### config.mk
export PLATFORM = sky130hd
export DESIGN_NAME = dac_load_update_control
export DESIGN_NICKNAME = d
export VERILOG_FILES = /design/src/dac_update_pkg.sv /design/src/dac_load_update_control.sv /design/src/pin_sync.sv
export SDC_FILE = /design/constraint.sdc
export NUM_CORES = 1
export LEC_CHECK = 0
export BUFFER_PORTS_ARGS = -buffer_cell sky130_fd_sc_hd__buf_4
export CORE_MARGIN = 10
export CORE_UTILIZATION = 60
export CTS_CLUSTER_DIAMETER = 50
export CTS_CLUSTER_SIZE = 8
export DETAILED_ROUTE_END_ITERATION = 16
export MAX_ROUTING_LAYER = met4
export PLACE_DENSITY = 0.76
export SLEW_MARGIN = 20
export SYNTH_ARGS = -nofsm -noshare
export SYNTH_HDL_FRONTEND = slang
export SYNTH_HIERARCHICAL = 1
export SYNTH_SLANG_ARGS = --single-unit
### constraint.sdc
create_clock -name clk -period 3.8 [get_ports clk]
set_clock_uncertainty 0.1 [all_clocks]
set_input_delay 0.76 -clock clk [delete_from_list [all_inputs] [get_ports clk]]
set_output_delay 0.76 -clock clk [all_outputs]
set_load 0.03 [all_outputs]
### src/dac_update_pkg.sv
/*
 * shared constants for the quad dac update-control logic: frame layout,
 * command codes, reset values, synchroniser depth.
 * assumes nothing beyond a systemverilog-capable tool flow.
 */
package dac_update_pkg;
	// ------------------------------------------------------------
	// frame layout
	// ------------------------------------------------------------
	localparam int FRAME_BITS   = 32;            // bits per serial frame
	localparam int CMD_MSB      = 27;            // command field top bit
	localparam int CMD_LSB      = 24;            // command field low bit
	localparam int ADDR_MSB     = 23;            // channel address field top bit
	localparam int ADDR_LSB     = 20;            // channel address field low bit
	localparam int DATA_MSB     = 19;            // data word top bit
	localparam int DATA_LSB     = 4;             // data word low bit
	localparam int SEL_MSB      = 3;             // channel select field top bit
	localparam int SEL_LSB      = 0;             // channel select field low bit
	localparam int NUM_CH       = 4;             // channels a..d
	localparam int DATA_W       = 16;            // dac word width
	localparam int SYNC_STAGES  = 2;             // flops on every pin input
	// ------------------------------------------------------------
	// command codes
	// ------------------------------------------------------------
	localparam logic [3:0] CMD_WRITE_INPUT   = 4'h0; // write input register n
	localparam logic [3:0] CMD_UPDATE_DAC    = 4'h1; // update dac register n
	localparam logic [3:0] CMD_WRITE_UPD_ALL = 4'h2; // write n, update all
	localparam logic [3:0] CMD_WRITE_UPD_ALL_SW = 4'h3; // write n, update all
	localparam logic [3:0] CMD_POWER         = 4'h4; // power up/down
	localparam logic [3:0] CMD_LOAD_OVERRIDE = 4'h6; // load override register
	localparam logic [3:0] ADDR_ALL          = 4'hF; // address all channels
	// ------------------------------------------------------------
	// reset values
	// ------------------------------------------------------------
	localparam logic [3:0]  OVERRIDE_RESET = 4'h0;    // all channels follow strobe
	localparam logic [15:0] DAC_RESET      = 16'h0000; // zero-scale code
	localparam logic [5:0]  POR_CYCLES     = 6'h10;   // por blanking length
endpackage : dac_update_pkg

### src/dac_load_update_control.sv
/*
 * update control for a quad serially loaded dac: shifts 32-bit frames,
 * keeps input and dac registers per channel, applies update triggers.
 * assumes sclk, frame_sync_n, sdin, load_strobe_n and power_down come
 * from pins asynchronous to clk; sclk much slower than clk.
 */
//
// Contract
// - synchronous update on 32nd falling sclk edge
// - async mode: strobe falling edge copies inputs
// - command 0011 writes channel, updates all
// - override 0: channel follows strobe pin
// - override 1: update at frame end
// - command 0110 loads override from bits 3:0
// - override resets to all zero
// - override frame: cmd 27:24, select 3:0
// - strobe ignored during power-on blanking
// - power-up output: input if strobe low
`timescale 1ns/10ps
`default_nettype none
module dac_load_update_control
	import dac_update_pkg::*;
(
	input  wire logic                clk,            // 40 mhz system clock
	input  wire logic                rstn,           // async reset, active low
	input  wire logic                sclk,           // serial clock pin
	input  wire logic                frame_sync_n,   // frame select pin, low active
	input  wire logic                sdin,           // serial data pin
	input  wire logic                load_strobe_n,  // load strobe pin, low active
	input  wire logic [NUM_CH-1:0]   power_down,     // per-channel power-down level
	output logic      [NUM_CH*DATA_W-1:0] dac_out,   // output codes, a in low bits
	output logic      [NUM_CH-1:0]   override_o,     // override register contents
	output logic                     por_busy        // power-on blanking active
);
	// ------------------------------------------------------------
	// pin synchronisers
	// ------------------------------------------------------------
	logic [3:0] pins_s; // {sclk, fsync_n, sdin, strobe_n}

	pin_sync #(
		.W    (4),
		.INIT (4'hD)
	) u_sync (
		.clk    (clk),
		.rstn   (rstn),
		.pin_i  ({sclk, frame_sync_n, sdin, load_strobe_n}),
		.sync_o (pins_s)
	);

	logic [NUM_CH-1:0] pd_s; // synchronised power-down levels

	pin_sync #(
		.W    (NUM_CH),
		.INIT ('0)
	) u_sync_pd (
		.clk    (clk),
		.rstn   (rstn),
		.pin_i  (power_down),
		.sync_o (pd_s)
	);

	// ------------------------------------------------------------
	// state
	// ------------------------------------------------------------
	logic                   sclk_prev_q, sclk_prev_d;    // last sclk sample
	logic                   strobe_prev_q, strobe_prev_d; // last strobe sample
	logic [FRAME_BITS-1:0]  shift_q, shift_d;             // serial shifter
	logic [5:0]             count_q, count_d;             // bits in this frame
	logic [NUM_CH-1:0]      override_q, override_d;       // per-channel override
	logic [DATA_W-1:0]      inreg_q [NUM_CH];             // input registers
	logic [DATA_W-1:0]      inreg_d [NUM_CH];
	logic [DATA_W-1:0]      dacreg_q [NUM_CH];            // dac registers
	logic [DATA_W-1:0]      dacreg_d [NUM_CH];
	logic [NUM_CH-1:0]      pd_prev_q, pd_prev_d;         // last power-down level
	logic [NUM_CH*DATA_W-1:0] out_q, out_d;               // registered outputs
	logic [5:0]             por_q, por_d;                 // blanking counter
	logic                   busy_q, busy_d;               // registered blanking flag

	// decoded helpers
	logic                   sclk_fall;    // falling sclk sample
	logic                   strobe_fall;  // falling strobe sample
	logic                   frame_done;   // 32nd falling edge seen
	logic [FRAME_BITS-1:0]  frame;        // completed frame word
	logic [3:0]             cmd;          // command field
	logic [3:0]             addr;         // channel address field
	logic [DATA_W-1:0]      data;         // data word
	logic                   strobe_low;   // strobe level, blanked during por

	// ------------------------------------------------------------
	// next-state logic
	// ------------------------------------------------------------
	always_comb begin
		sclk_prev_d   = pins_s[3];
		strobe_prev_d = pins_s[0];
		pd_prev_d     = pd_s;
		sclk_fall     = sclk_prev_q && !pins_s[3];
		// strobe activity is blanked while por runs
		strobe_fall   = strobe_prev_q && !pins_s[0] && (por_q == 6'h00);
		strobe_low    = !pins_s[0] && (por_q == 6'h00);
		por_d         = (por_q != 6'h00) ? por_q - 6'h01 : por_q;
		// flag tracks the next count so the pin comes straight from a flop
		busy_d        = (por_d != 6'h00);
		shift_d       = shift_q;
		count_d       = count_q;
		override_d    = override_q;
		frame_done    = 1'b0;
		// frame select high aborts and rearms the shifter
		if (pins_s[2]) begin
			count_d = 6'h00;
		end else if (sclk_fall && count_q < 6'(FRAME_BITS)) begin
			shift_d = {shift_q[FRAME_BITS-2:0], pins_s[1]};
			count_d = count_q + 6'h01;
			frame_done = (count_q == 6'(FRAME_BITS - 1));
		end
		frame = shift_d;
		cmd   = frame[CMD_MSB:CMD_LSB];       // top four bits ignored
		addr  = frame[ADDR_MSB:ADDR_LSB];
		data  = frame[DATA_MSB:DATA_LSB];
		for (int c = 0; c < NUM_CH; c++) begin
			inreg_d[c]  = inreg_q[c];
			dacreg_d[c] = dacreg_q[c];
		end
		if (frame_done) begin
			if (cmd == CMD_LOAD_OVERRIDE) begin
				// only select bits count, rest ignored
				override_d = frame[SEL_MSB:SEL_LSB];
			end
			for (int c = 0; c < NUM_CH; c++) begin
				if ((cmd == CMD_WRITE_INPUT || cmd == CMD_WRITE_UPD_ALL_SW ||
				     cmd == CMD_WRITE_UPD_ALL) &&
				    (addr == 4'(c) || addr == ADDR_ALL)) begin
					inreg_d[c] = data;
				end
			end
			for (int c = 0; c < NUM_CH; c++) begin
				// software update-all needs no strobe
				if (cmd == CMD_WRITE_UPD_ALL_SW || cmd == CMD_WRITE_UPD_ALL) begin
					dacreg_d[c] = inreg_d[c];
				end else if (cmd == CMD_UPDATE_DAC && (addr == 4'(c) || addr == ADDR_ALL)) begin
					dacreg_d[c] = inreg_d[c];
				// synchronous: override set or strobe held low
				end else if (cmd == CMD_WRITE_INPUT && (override_q[c] || strobe_low)) begin
					dacreg_d[c] = inreg_d[c];
				end
			end
		end
		// asynchronous update only for strobe-controlled channels
		for (int c = 0; c < NUM_CH; c++) begin
			if (strobe_fall && !override_q[c]) begin
				dacreg_d[c] = inreg_d[c];
			end
			// power-up with strobe low keeps the input value, not one cycle of it
			if (!pd_s[c] && pd_prev_q[c] && strobe_low) begin
				dacreg_d[c] = inreg_d[c];
			end
		end
		// output codes; powered-down channels hold their last value
		out_d = out_q;
		for (int c = 0; c < NUM_CH; c++) begin
			if (!pd_s[c]) begin
				if (pd_prev_q[c] && strobe_low) begin
					out_d[c*DATA_W +: DATA_W] = inreg_q[c];
				end else if (pd_prev_q[c]) begin
					out_d[c*DATA_W +: DATA_W] = dacreg_q[c];
				end else begin
					out_d[c*DATA_W +: DATA_W] = dacreg_q[c];
				end
			end
		end
	end

	// ------------------------------------------------------------
	// registers
	// ------------------------------------------------------------
	always_ff @(posedge clk or negedge rstn) begin
		if (!rstn) begin
			sclk_prev_q   <= 1'b1;
			strobe_prev_q <= 1'b1;
			pd_prev_q     <= '0;
			shift_q       <= '0;
			count_q       <= 6'h00;
			override_q    <= OVERRIDE_RESET;
			out_q         <= '0;
			por_q         <= POR_CYCLES;
			busy_q        <= 1'b1;
			for (int c = 0; c < NUM_CH; c++) begin
				inreg_q[c]  <= DAC_RESET;
				dacreg_q[c] <= DAC_RESET;
			end
		end else begin
			sclk_prev_q   <= sclk_prev_d;
			strobe_prev_q <= strobe_prev_d;
			pd_prev_q     <= pd_prev_d;
			shift_q       <= shift_d;
			count_q       <= count_d;
			override_q    <= override_d;
			out_q         <= out_d;
			por_q         <= por_d;
			busy_q        <= busy_d;
			for (int c = 0; c < NUM_CH; c++) begin
				inreg_q[c]  <= inreg_d[c];
				dacreg_q[c] <= dacreg_d[c];
			end
		end
	end

	assign dac_out    = out_q;
	assign override_o = override_q;
	assign por_busy   = busy_q;

	// ------------------------------------------------------------
	// checks
	// ------------------------------------------------------------
	override_load_a: assert property (@(posedge clk) disable iff (!rstn)
		(frame_done && cmd == CMD_LOAD_OVERRIDE) |=> override_q == $past(frame[3:0]))
		else $error("override not loaded from frame");
	override_keep_a: assert property (@(posedge clk) disable iff (!rstn)
		!(frame_done && cmd == CMD_LOAD_OVERRIDE) |=> $stable(override_q))
		else $error("override changed without its command");
	sw_update_a: assert property (@(posedge clk) disable iff (!rstn)
		(frame_done && cmd == CMD_WRITE_UPD_ALL_SW) |=> dacreg_q[3] == inreg_q[3])
		else $error("software update-all missed a channel");
	override_sync_a: assert property (@(posedge clk) disable iff (!rstn)
		(frame_done && cmd == CMD_WRITE_INPUT && override_q[0] && addr == 4'h0)
		|=> dacreg_q[0] == inreg_q[0])
		else $error("override channel not updated at frame end");
	async_hold_a: assert property (@(posedge clk) disable iff (!rstn)
		(frame_done && cmd == CMD_WRITE_INPUT && !override_q[1] && !strobe_low
		 && !strobe_fall) |=> $stable(dacreg_q[1]))
		else $error("dac register moved without strobe");
	strobe_load_a: assert property (@(posedge clk) disable iff (!rstn)
		(strobe_fall && !override_q[2]) |=> dacreg_q[2] == $past(inreg_d[2]))
		else $error("strobe edge did not load channel");
	por_blank_a: assert property (@(posedge clk) disable iff (!rstn)
		(por_q != 6'h00) |-> !strobe_fall)
		else $error("strobe seen during power-on blanking");
	frame_end_a: assert property (@(posedge clk) disable iff (!rstn)
		frame_done |-> (count_q == 6'(FRAME_BITS - 1)) && sclk_fall)
		else $error("frame ended on wrong edge");
	override_rst_a: assert property (@(posedge clk)
		$rose(rstn) |-> override_q == 4'h0)
		else $error("override not zero after reset");
endmodule : dac_load_update_control
`default_nettype wire

### src/pin_sync.sv
/*
 * two-flop synchroniser for a vector of pin inputs.
 * assumes inputs are asynchronous to clk.
 */
`timescale 1ns/10ps
`default_nettype none
module pin_sync
	import dac_update_pkg::*;
#(
	parameter int          W     = 1,   // number of pins
	parameter logic [W-1:0] INIT = '0   // value held under reset
) (
	input  wire logic         clk,   // system clock
	input  wire logic         rstn,  // async reset, active low
	input  wire logic [W-1:0] pin_i, // raw pins
	output logic      [W-1:0] sync_o // synchronised pins
);
	// ------------------------------------------------------------
	// two stages; first stage read only by the second
	// ------------------------------------------------------------
	logic [W-1:0] meta_q;  // first stage
	logic [W-1:0] meta_d;  // first stage next
	logic [W-1:0] sync_q;  // second stage
	logic [W-1:0] sync_d;  // second stage next

	// next values
	always_comb begin
		meta_d = pin_i;
		sync_d = meta_q;
	end

	// registers
	always_ff @(posedge clk or negedge rstn) begin
		if (!rstn) begin
			meta_q <= INIT;
			sync_q <= INIT;
		end else begin
			meta_q <= meta_d;
			sync_q <= sync_d;
		end
	end

	assign sync_o = sync_q;
endmodule : pin_sync
`default_nettype wire

# Yosys cells after proc, flatten, opt, wreduce, memory -nomap -nowiden
# Index checks and enable logic that the tools add are counted.
classes:
  shift: 0
  n_bitwise: 0
  n_reduce_logical: 73
  n_eq_ne: 9
  div: 0
  n_mux: 37
  add_sub_neg: 2
  mul: 0
  magnitude_cmp: 1
ops:
  columns: ["operator", "count"]
  rows:
  - ["$mux 16", 28]
  - ["$mux 64", 2]
  - ["$mux 28", 2]
  - ["$logic_and 1x1->1", 33]
  - ["$reduce_bool 5->1", 4]
  - ["$mux 6", 3]
  - ["$eq 4x2->1 const B", 4]
  - ["$reduce_bool 3->1", 4]
  - ["$reduce_bool 6->1", 2]
  - ["$logic_or 1x1->1", 11]
  - ["$logic_not 1->1", 10]
  - ["$reduce_and 2->1", 5]
  - ["$eq 4x1->1 const B", 2]
  - ["$logic_not 4->1", 2]
  - ["$add 6x1->6 const B", 1]
  - ["$eq 6x5->1 const B", 1]
  - ["$logic_not 6->1", 1]
  - ["$lt 6x6->1 const B", 1]
  - ["$sub 6x1->6 const B", 1]
  - ["$eq 4x3->1 const B", 1]
  - ["$eq 4x4->1 const B", 1]
  - ["$mux 1", 2]
  - ["$reduce_bool 2->1", 1]
word_totals:
  n_memories: 0
  out_inout_bits: 69
  input_bits: 10
  latch_bits: 0
  wordCells: 146
  ram_bits: 0
  romBits: 0
  regBits: 259

# Longest topological paths before layout
depth:
  word_depth: 16
  ltp_mapped: 11

# Cells and area by module
# The synthesis kept the hierarchy.
modules_own_cells:
  columns: ["mod", "area_per_inst_um2", "instances", "seq_area_each_um2", "cells_per_inst"]
  rows:
  - ["dac_load_update_control", 11089.4, 1, 6085.8, 1057]
  - ["pin_sync (u_sync)", 207.7, 1, 207.7, 8]
  - ["pin_sync (u_sync_pd)", 200.2, 1, 200.2, 8]

# Worst setup path after synthesis
# Ideal clock, no wire load.
synth_path:
  path_kind: "reg2reg"
  start: "reg por_q[0]"
  end: "reg dacreg_q[22] (netlist name)"
  path_slack_ps: 1081
  arrival_time_ps: 2493
  n_path_buf: 3
  stages_incl_launch_ff: 11
  period_less_slack_ps: 2719
  path_cell_list: "dfrtp_1 > inv_1 > ha_1 > nor4b_1 > and2_1 > buf_4 > o21a_1 > buf_1 > o41ai_4 > buf_4 > a221o_1"
synth_between:
  elab_chain_cells: 6
  word_cells_on_any_way: 12
  cone_classes: "mux (2); reduce/logical (10)"
synth_lines:
  columns: ["element", "line", "text"]
  rows:
  - ["from (decl)", "dac_load_update_control.sv:76", "logic [5:0] por_q, por_d;"]
  - ["from (signal assigned)", "dac_load_update_control.sv:198", "por_q <= por_d;"]
  - ["$logic_not 6->1 (*)", "dac_load_update_control.sv:98, dac_load_update_control.sv:99", null]
  - ["$logic_and 1x1->1", "dac_load_update_control.sv:99", "strobe_low = !pins_s[0] && (por_q == 6'h00);"]
  - ["$logic_or 1x1->1", "dac_load_update_control.sv:142", "end else if (cmd == CMD_WRITE_INPUT && (override_q[c] || strobe_low)) begin"]
  - ["$logic_and 1x1->1", "dac_load_update_control.sv:142", null]
  - ["$reduce_bool 5->1 (no line)", null, null]
  - ["$reduce_and 2->1 (no line)", null, null]
  - ["to (signal, indexed assignment)", "dac_load_update_control.sv:202", "dacreg_q[c] <= dacreg_d[c];"]
  - ["to (decl)", "dac_load_update_control.sv:72", "logic [DATA_W-1:0] dacreg_q [NUM_CH];"]
# Every way passes the cells marked *; elsewhere a longest branch is shown, timed or not.
# A chain may end at the register's enable or synchronous reset.

# Worst setup path after layout
layout_path:
  start: "reg sclk_prev_q"
  end: "reg dacreg_q[50] (netlist name)"
layout_between:
  elab_chain_cells: 15
  word_cells_on_any_way: 30
  cone_classes: "eq/ne (4); mux (12); reduce/logical (14)"
layout_lines:
  columns: ["element", "line", "text"]
  rows:
  - ["from (decl)", "dac_load_update_control.sv:65", "logic sclk_prev_q, sclk_prev_d;"]
  - ["from (signal assigned)", "dac_load_update_control.sv:191", "sclk_prev_q <= sclk_prev_d;"]
  - ["$logic_and 1x1->1 (*)", "dac_load_update_control.sv:96", "sclk_fall = sclk_prev_q && !pins_s[3];"]
  - ["$logic_and 1x1->1 (*)", "dac_load_update_control.sv:110", "end else if (sclk_fall && count_q < 6'(FRAME_BITS)) begin"]
  - ["$mux 28", "dac_load_update_control.sv:110", null]
  - ["$mux 28", "dac_load_update_control.sv:108", "if (pins_s[2]) begin"]
  - ["$eq 4x2->1 / $logic_not 4->1 (equally long branches)", "dac_load_update_control.sv:129, dac_load_update_control.sv:137, dac_load_update_control.sv:142", null]
  - ["$logic_or 1x1->1 (2 in a row)", "dac_load_update_control.sv:129", "if ((cmd == CMD_WRITE_INPUT || cmd == CMD_WRITE_UPD_ALL_SW ||"]
  - ["$logic_and 1x1->1", "dac_load_update_control.sv:130", "cmd == CMD_WRITE_UPD_ALL) &&"]
  - ["$mux 16", "dac_load_update_control.sv:129", null]
  - ["$mux 16", "dac_load_update_control.sv:142", null]
  - ["$mux 16", "dac_load_update_control.sv:139", "end else if (cmd == CMD_UPDATE_DAC && (addr == 4'(c) || addr == ADDR_ALL)) begin"]
  - ["$mux 16", "dac_load_update_control.sv:137", "if (cmd == CMD_WRITE_UPD_ALL_SW || cmd == CMD_WRITE_UPD_ALL) begin"]
  - ["$mux 64", "dac_load_update_control.sv:123", "if (frame_done) begin"]
  - ["$mux 16", "dac_load_update_control.sv:149", "if (strobe_fall && !override_q[c]) begin"]
  - ["$mux 16", "dac_load_update_control.sv:153", "if (!pd_s[c] && pd_prev_q[c] && strobe_low) begin"]
# Every way passes the cells marked *; elsewhere a longest branch is shown, timed or not. The select of a mux whose other input is x is not followed.

==> flow_summary_export.csv <==
group,metric,value,unit
finish,area_delta_synth_final,17.36,%
synth,syn_area_per_cell,10.72,µm²
global_route,global_route_wire_length_before_repair,45.96,mm
global_route,maximum_number_of_pins_on_one_net_before_global_route_repair,87,
clock_network,clk_pin_slew,50,ps
synth,synthSimpleGateAreaFrac,11.44,%
synth,netlist_top_cells_area,"dfrtp_1 54%, mux2i_1 11%, nand2_1 6.7%",
routing,ant_nets,0,
routing,totalWireLength,28.50,mm
pwr,netSwitchingPower,1.415,mW
synth,yosys.area_share.xor_xnor,0.6856,%
global_route,grt.total_usage,23.88,%
pwr,max-vdd-ir-drop,345.3,µV
routing,drt_iter0_markers,662,
critical_path,worstSetupStartpointType,"flip-flop",
synth,synth.largest_area_cell,"dfrtp_1",
critical_path,critPathKind,"flip-flop to flip-flop",
synth,syn_area,11500,µm²
synth,asyncSetResetFlopFracSynth,100.0,%
clock_network,cts.htree.levels,2,
synth,number_of_flops_mapped_to_enable_cells_by_yosys,0,
clock_network,cts.repair_timing.setup_buffer_count,0,
clock_network,tritoncts_clock_tree,"yes",
synth,yosys_most_used_dff,"dfrtp_1",
critical_path,launch_point_of_the_worst_reg_to_reg_path,"sclk_prev_q",
clock_network,cts_root_buf,"clkbuf_16",
clock_network,cts_sinks,259,
critical_path,critical_path_required,4070,ps
synth,synth_compound_area_share,16.08,%
critical_path,timing.critical_path.to_type,"flip-flop",
synth,synthDominantCellAreaShare,54.20,%
pwr,total_leakage_power,7.186,nW
synth,synth_cells,1073,
global_route,grt_pass1_vias,8540,
pwr,powerDensity,458.7,nW/µm²
global_route,grt_remaining_overflow,0,
routing,detail_route.vias_per_cell,5.995,
run,maxCapViolCount,0,
hold_path,worstHoldPathType,"input port to asynchronous set/reset pin",
clock_network,cts_repair_resize_count,0,
die,design.portCount,79,
synth,synthDistinctLibCells,61,
pwr,share_clk_of_total_power,48.1,%
die,floorplan.initialDensity,61.26,%
run_status,result_of_the_run,"completed",
placed_design,finalWeightedCongestion,0.8766,
sta,tightestPinTransition,890.0,ps
sta,min_period_over_period,81.83,%
critical_path,critPathMaxFanout,26,
placed_design,detailed_place_hpwl,19.13,mm
global_route,grt_antenna_before_repair,0,
sta,timing_max_transition_violations_final,0,
critical_path,critPathArrivalTime,3380,ps
synth,synth_sequential_area_ratio,56.48,%
pwr,power_report.internal_total,4.773,mW
finish,post_route_cells_drive_above_1_share,16.34,%
synth,synthMuxAreaShare,11.31,%
routing,drc,0,
pwr,sw_frac_of_total,22.87,%
critical_path,reg2regPathDepth,8,
sta,rsz0062_at_grt,"no",
die,die_area,25100,µm²
routing,vias,8483,
routing,drt-pass1-iter-count,5,
die,core_area,18770,µm²
sta,hold_viol,0,
clock_network,tritoncts_buffer_count,38,
pwr,seq_power_share,45.9,%
sta,maxSlewHeadroom,38.97,%
synth,synth_nets,1086,
placed_design,place_inst,1362,
synth,synth_top_family_by_area,"compound AO/OA/AOI/OAI gates",
pwr,comb_power_share,6.0,%
synth,synth-adder-area-share,0.3265,%
finish,fillerInstances,1348,
finish,n_antenna_cell,0,
synth,synth.yosys.warnings,6,
die,chipHeight,158.4,µm
die,die_x,158.4,µm
placed_design,buffer_ports.inserted,78,
synth,postSynthRegisterBits,259,
clock_network,cts-root-to-sink-buffers,3,
sta,finalWorstPathRequiredPeriod,3110,ps
sta,setup_viol,0,
clock_network,clock_latency,510,ps
critical_path,r2r_slack,690,ps
sta,fmax,321.6,MHz
finish,final_nets,1181,
die,fp-row-count,50,
finish,fin_cells,1415,
critical_path,worstReg2RegEnd,"dacreg_q[50]",
sta,totalNegativeSetupSlack,0,ps
routing,routedWlPerCell,20.14,µm
clock_network,post_cts_hold_buffers,0,
-- how the worst max path moves through the flow --
| stage | startpoint | end | slack [ps] | depth (start not counted) |
|---|---|---|---|---|
| 2_1_floorplan | por_q[0] | dacreg_q[22] | 1080 | 10 |
| 3_3_place_gp | sclk_prev_q | dacreg_q[9] | 730 | 7 |
| 3_5_place_dp | sclk_prev_q | dacreg_q[50] | 690 | 8 |
| 4_1_cts | sclk_prev_q | dacreg_q[50] | 680 | 8 |
| 5_1_grt | sclk_prev_q | dacreg_q[63] | 430 | 8 |
| 6_report | sclk_prev_q | dacreg_q[50] | 690 | 8 |
-- synthesized netlist by cell type, types with 10 or more instances --
cell / instances
dfstp_2: 10
o21ai_0: 89
a221o_1: 16
o211ai_1: 49
buf_2: 16
o21a_1: 13
o211a_1: 17
a21oi_1: 40
nand2_1: 206
mux2i_1: 122
a21o_1: 10
clkbuf_1: 35
nand3_1: 12
nor2_1: 49
dfrtp_1: 249
inv_1: 32
-- logic make-up (layout without fill, tap and decap cells) --
group | after synthesis | in the layout
AO/OA/AOI/OAI | 269 | 269
XOR/XNOR | 9 | 9
adder cells (fa/ha/maj) | 3 | 3
buffers and inverters | 96 | 204
flip-flops | 259 | 259
multiplexers | 128 | 128
AND/OR/NAND/NOR | 309 | 309
-- registers in the layout, indices dropped and copies added, names as in the netlist --
register	cells
override_o	4
inreg_q	64
count_q	6
u_sync_pd/sync_o	4
dacreg_q	64
u_sync/sync_o	4
sclk_prev_q	1
por_q	6
dac_out	64
por_busy	1
u_sync_pd/meta_q	4
strobe_prev_q	1
u_sync/meta_q	4
pd_prev_q	4
shift_q	28
-- per-stage QoR --
step | setup slack, ps | util, % | cell area, µm² | hold WS (ps) | power [mW]
2_1_floorplan | 1081 | - | 11500 | 231.2 | 3.058
3_3_place_gp | 730.2 | 66.33 | 12450 | 233.0 | 3.247
3_5_place_dp | 686.1 | 66.33 | 12450 | 235.5 | 3.252
4_1_cts | 680.9 | 71.89 | 13490 | 189.7 | 6.228
5_1_grt | 426.6 | 71.89 | 13490 | 216.4 | 6.392
6_report | 690.3 | 71.89 | 13490 | 174.6 | 6.189
-- power by group through the flow --
stage | clock network (mW) | registers [mW] | logic [mW]
2_1_floorplan | 0 | 2.89 | 0.172
3_3_place_gp | 0 | 2.88 | 0.364
3_5_place_dp | 0 | 2.88 | 0.367
4_1_cts | 3.02 | 2.84 | 0.369
5_1_grt | 3.15 | 2.84 | 0.397
6_report | 2.98 | 2.84 | 0.370
-- metal layers --
metal	track usage (%)	vias to the layer above	part of all wire [%]
met5	-	-	0
met1	31.75	4199	45
met2	36.12	246	46
li1	-	3976	-
met3	4.668	62	6.2
met4	8.469	0	2.7
-- layout make-up --
class,count,area [µm²],area share (%)
well taps,234,292.8,2.170
multi-input cells,718,4607,34.14
repair buffers,118,930.9,6.899
flip-flops and latches,259,6494,48.13
inverters,33,123.9,0.9180
clock inverters,2,13.76,0.1020
clock buffers,51,1031,7.641
-- critical path: stages (launching register included) --
cell and delay [ps]:
dfstp_2 530, nor4b_4 640, buf_12 270, nand3_1 240, a32oi_2 280, a21boi_0 380
buf_4 250, mux2i_1 190, o21ai_0 90
-- layout by cell type (no fill, tap or decap), types with 4 or more instances in the layout --
| cell type | Yosys | routed |
|---|---|---|
| a221o_1 | 16 | 16 |
| nor2b_1 | 9 | 9 |
| buf_4 | 5 | 114 |
| mux2_2 | 5 | 5 |
| nand3_1 | 12 | 12 |
| mux2i_1 | 122 | 122 |
| a21o_1 | 10 | 10 |
| dfstp_2 | 10 | 10 |
| clkbuf_1 | 35 | 11 |
| xnor2_1 | 7 | 7 |
| nand2_1 | 206 | 206 |
| inv_1 | 32 | 32 |
| o21a_1 | 13 | 13 |
| nor2_1 | 49 | 49 |
| o21ai_0 | 89 | 89 |
| a21oi_1 | 40 | 39 |
| nand4_1 | 4 | 4 |
| o2bb2ai_1 | 9 | 9 |
| and2_1 | 4 | 4 |
| nor3_1 | 5 | 5 |
| o211a_1 | 17 | 17 |
| clkbuf_16 | 0 | 39 |
| dfrtp_1 | 249 | 249 |
| o21ai_1 | 7 | 7 |
| o211ai_1 | 49 | 49 |
(Power assumes the default switching activity.)
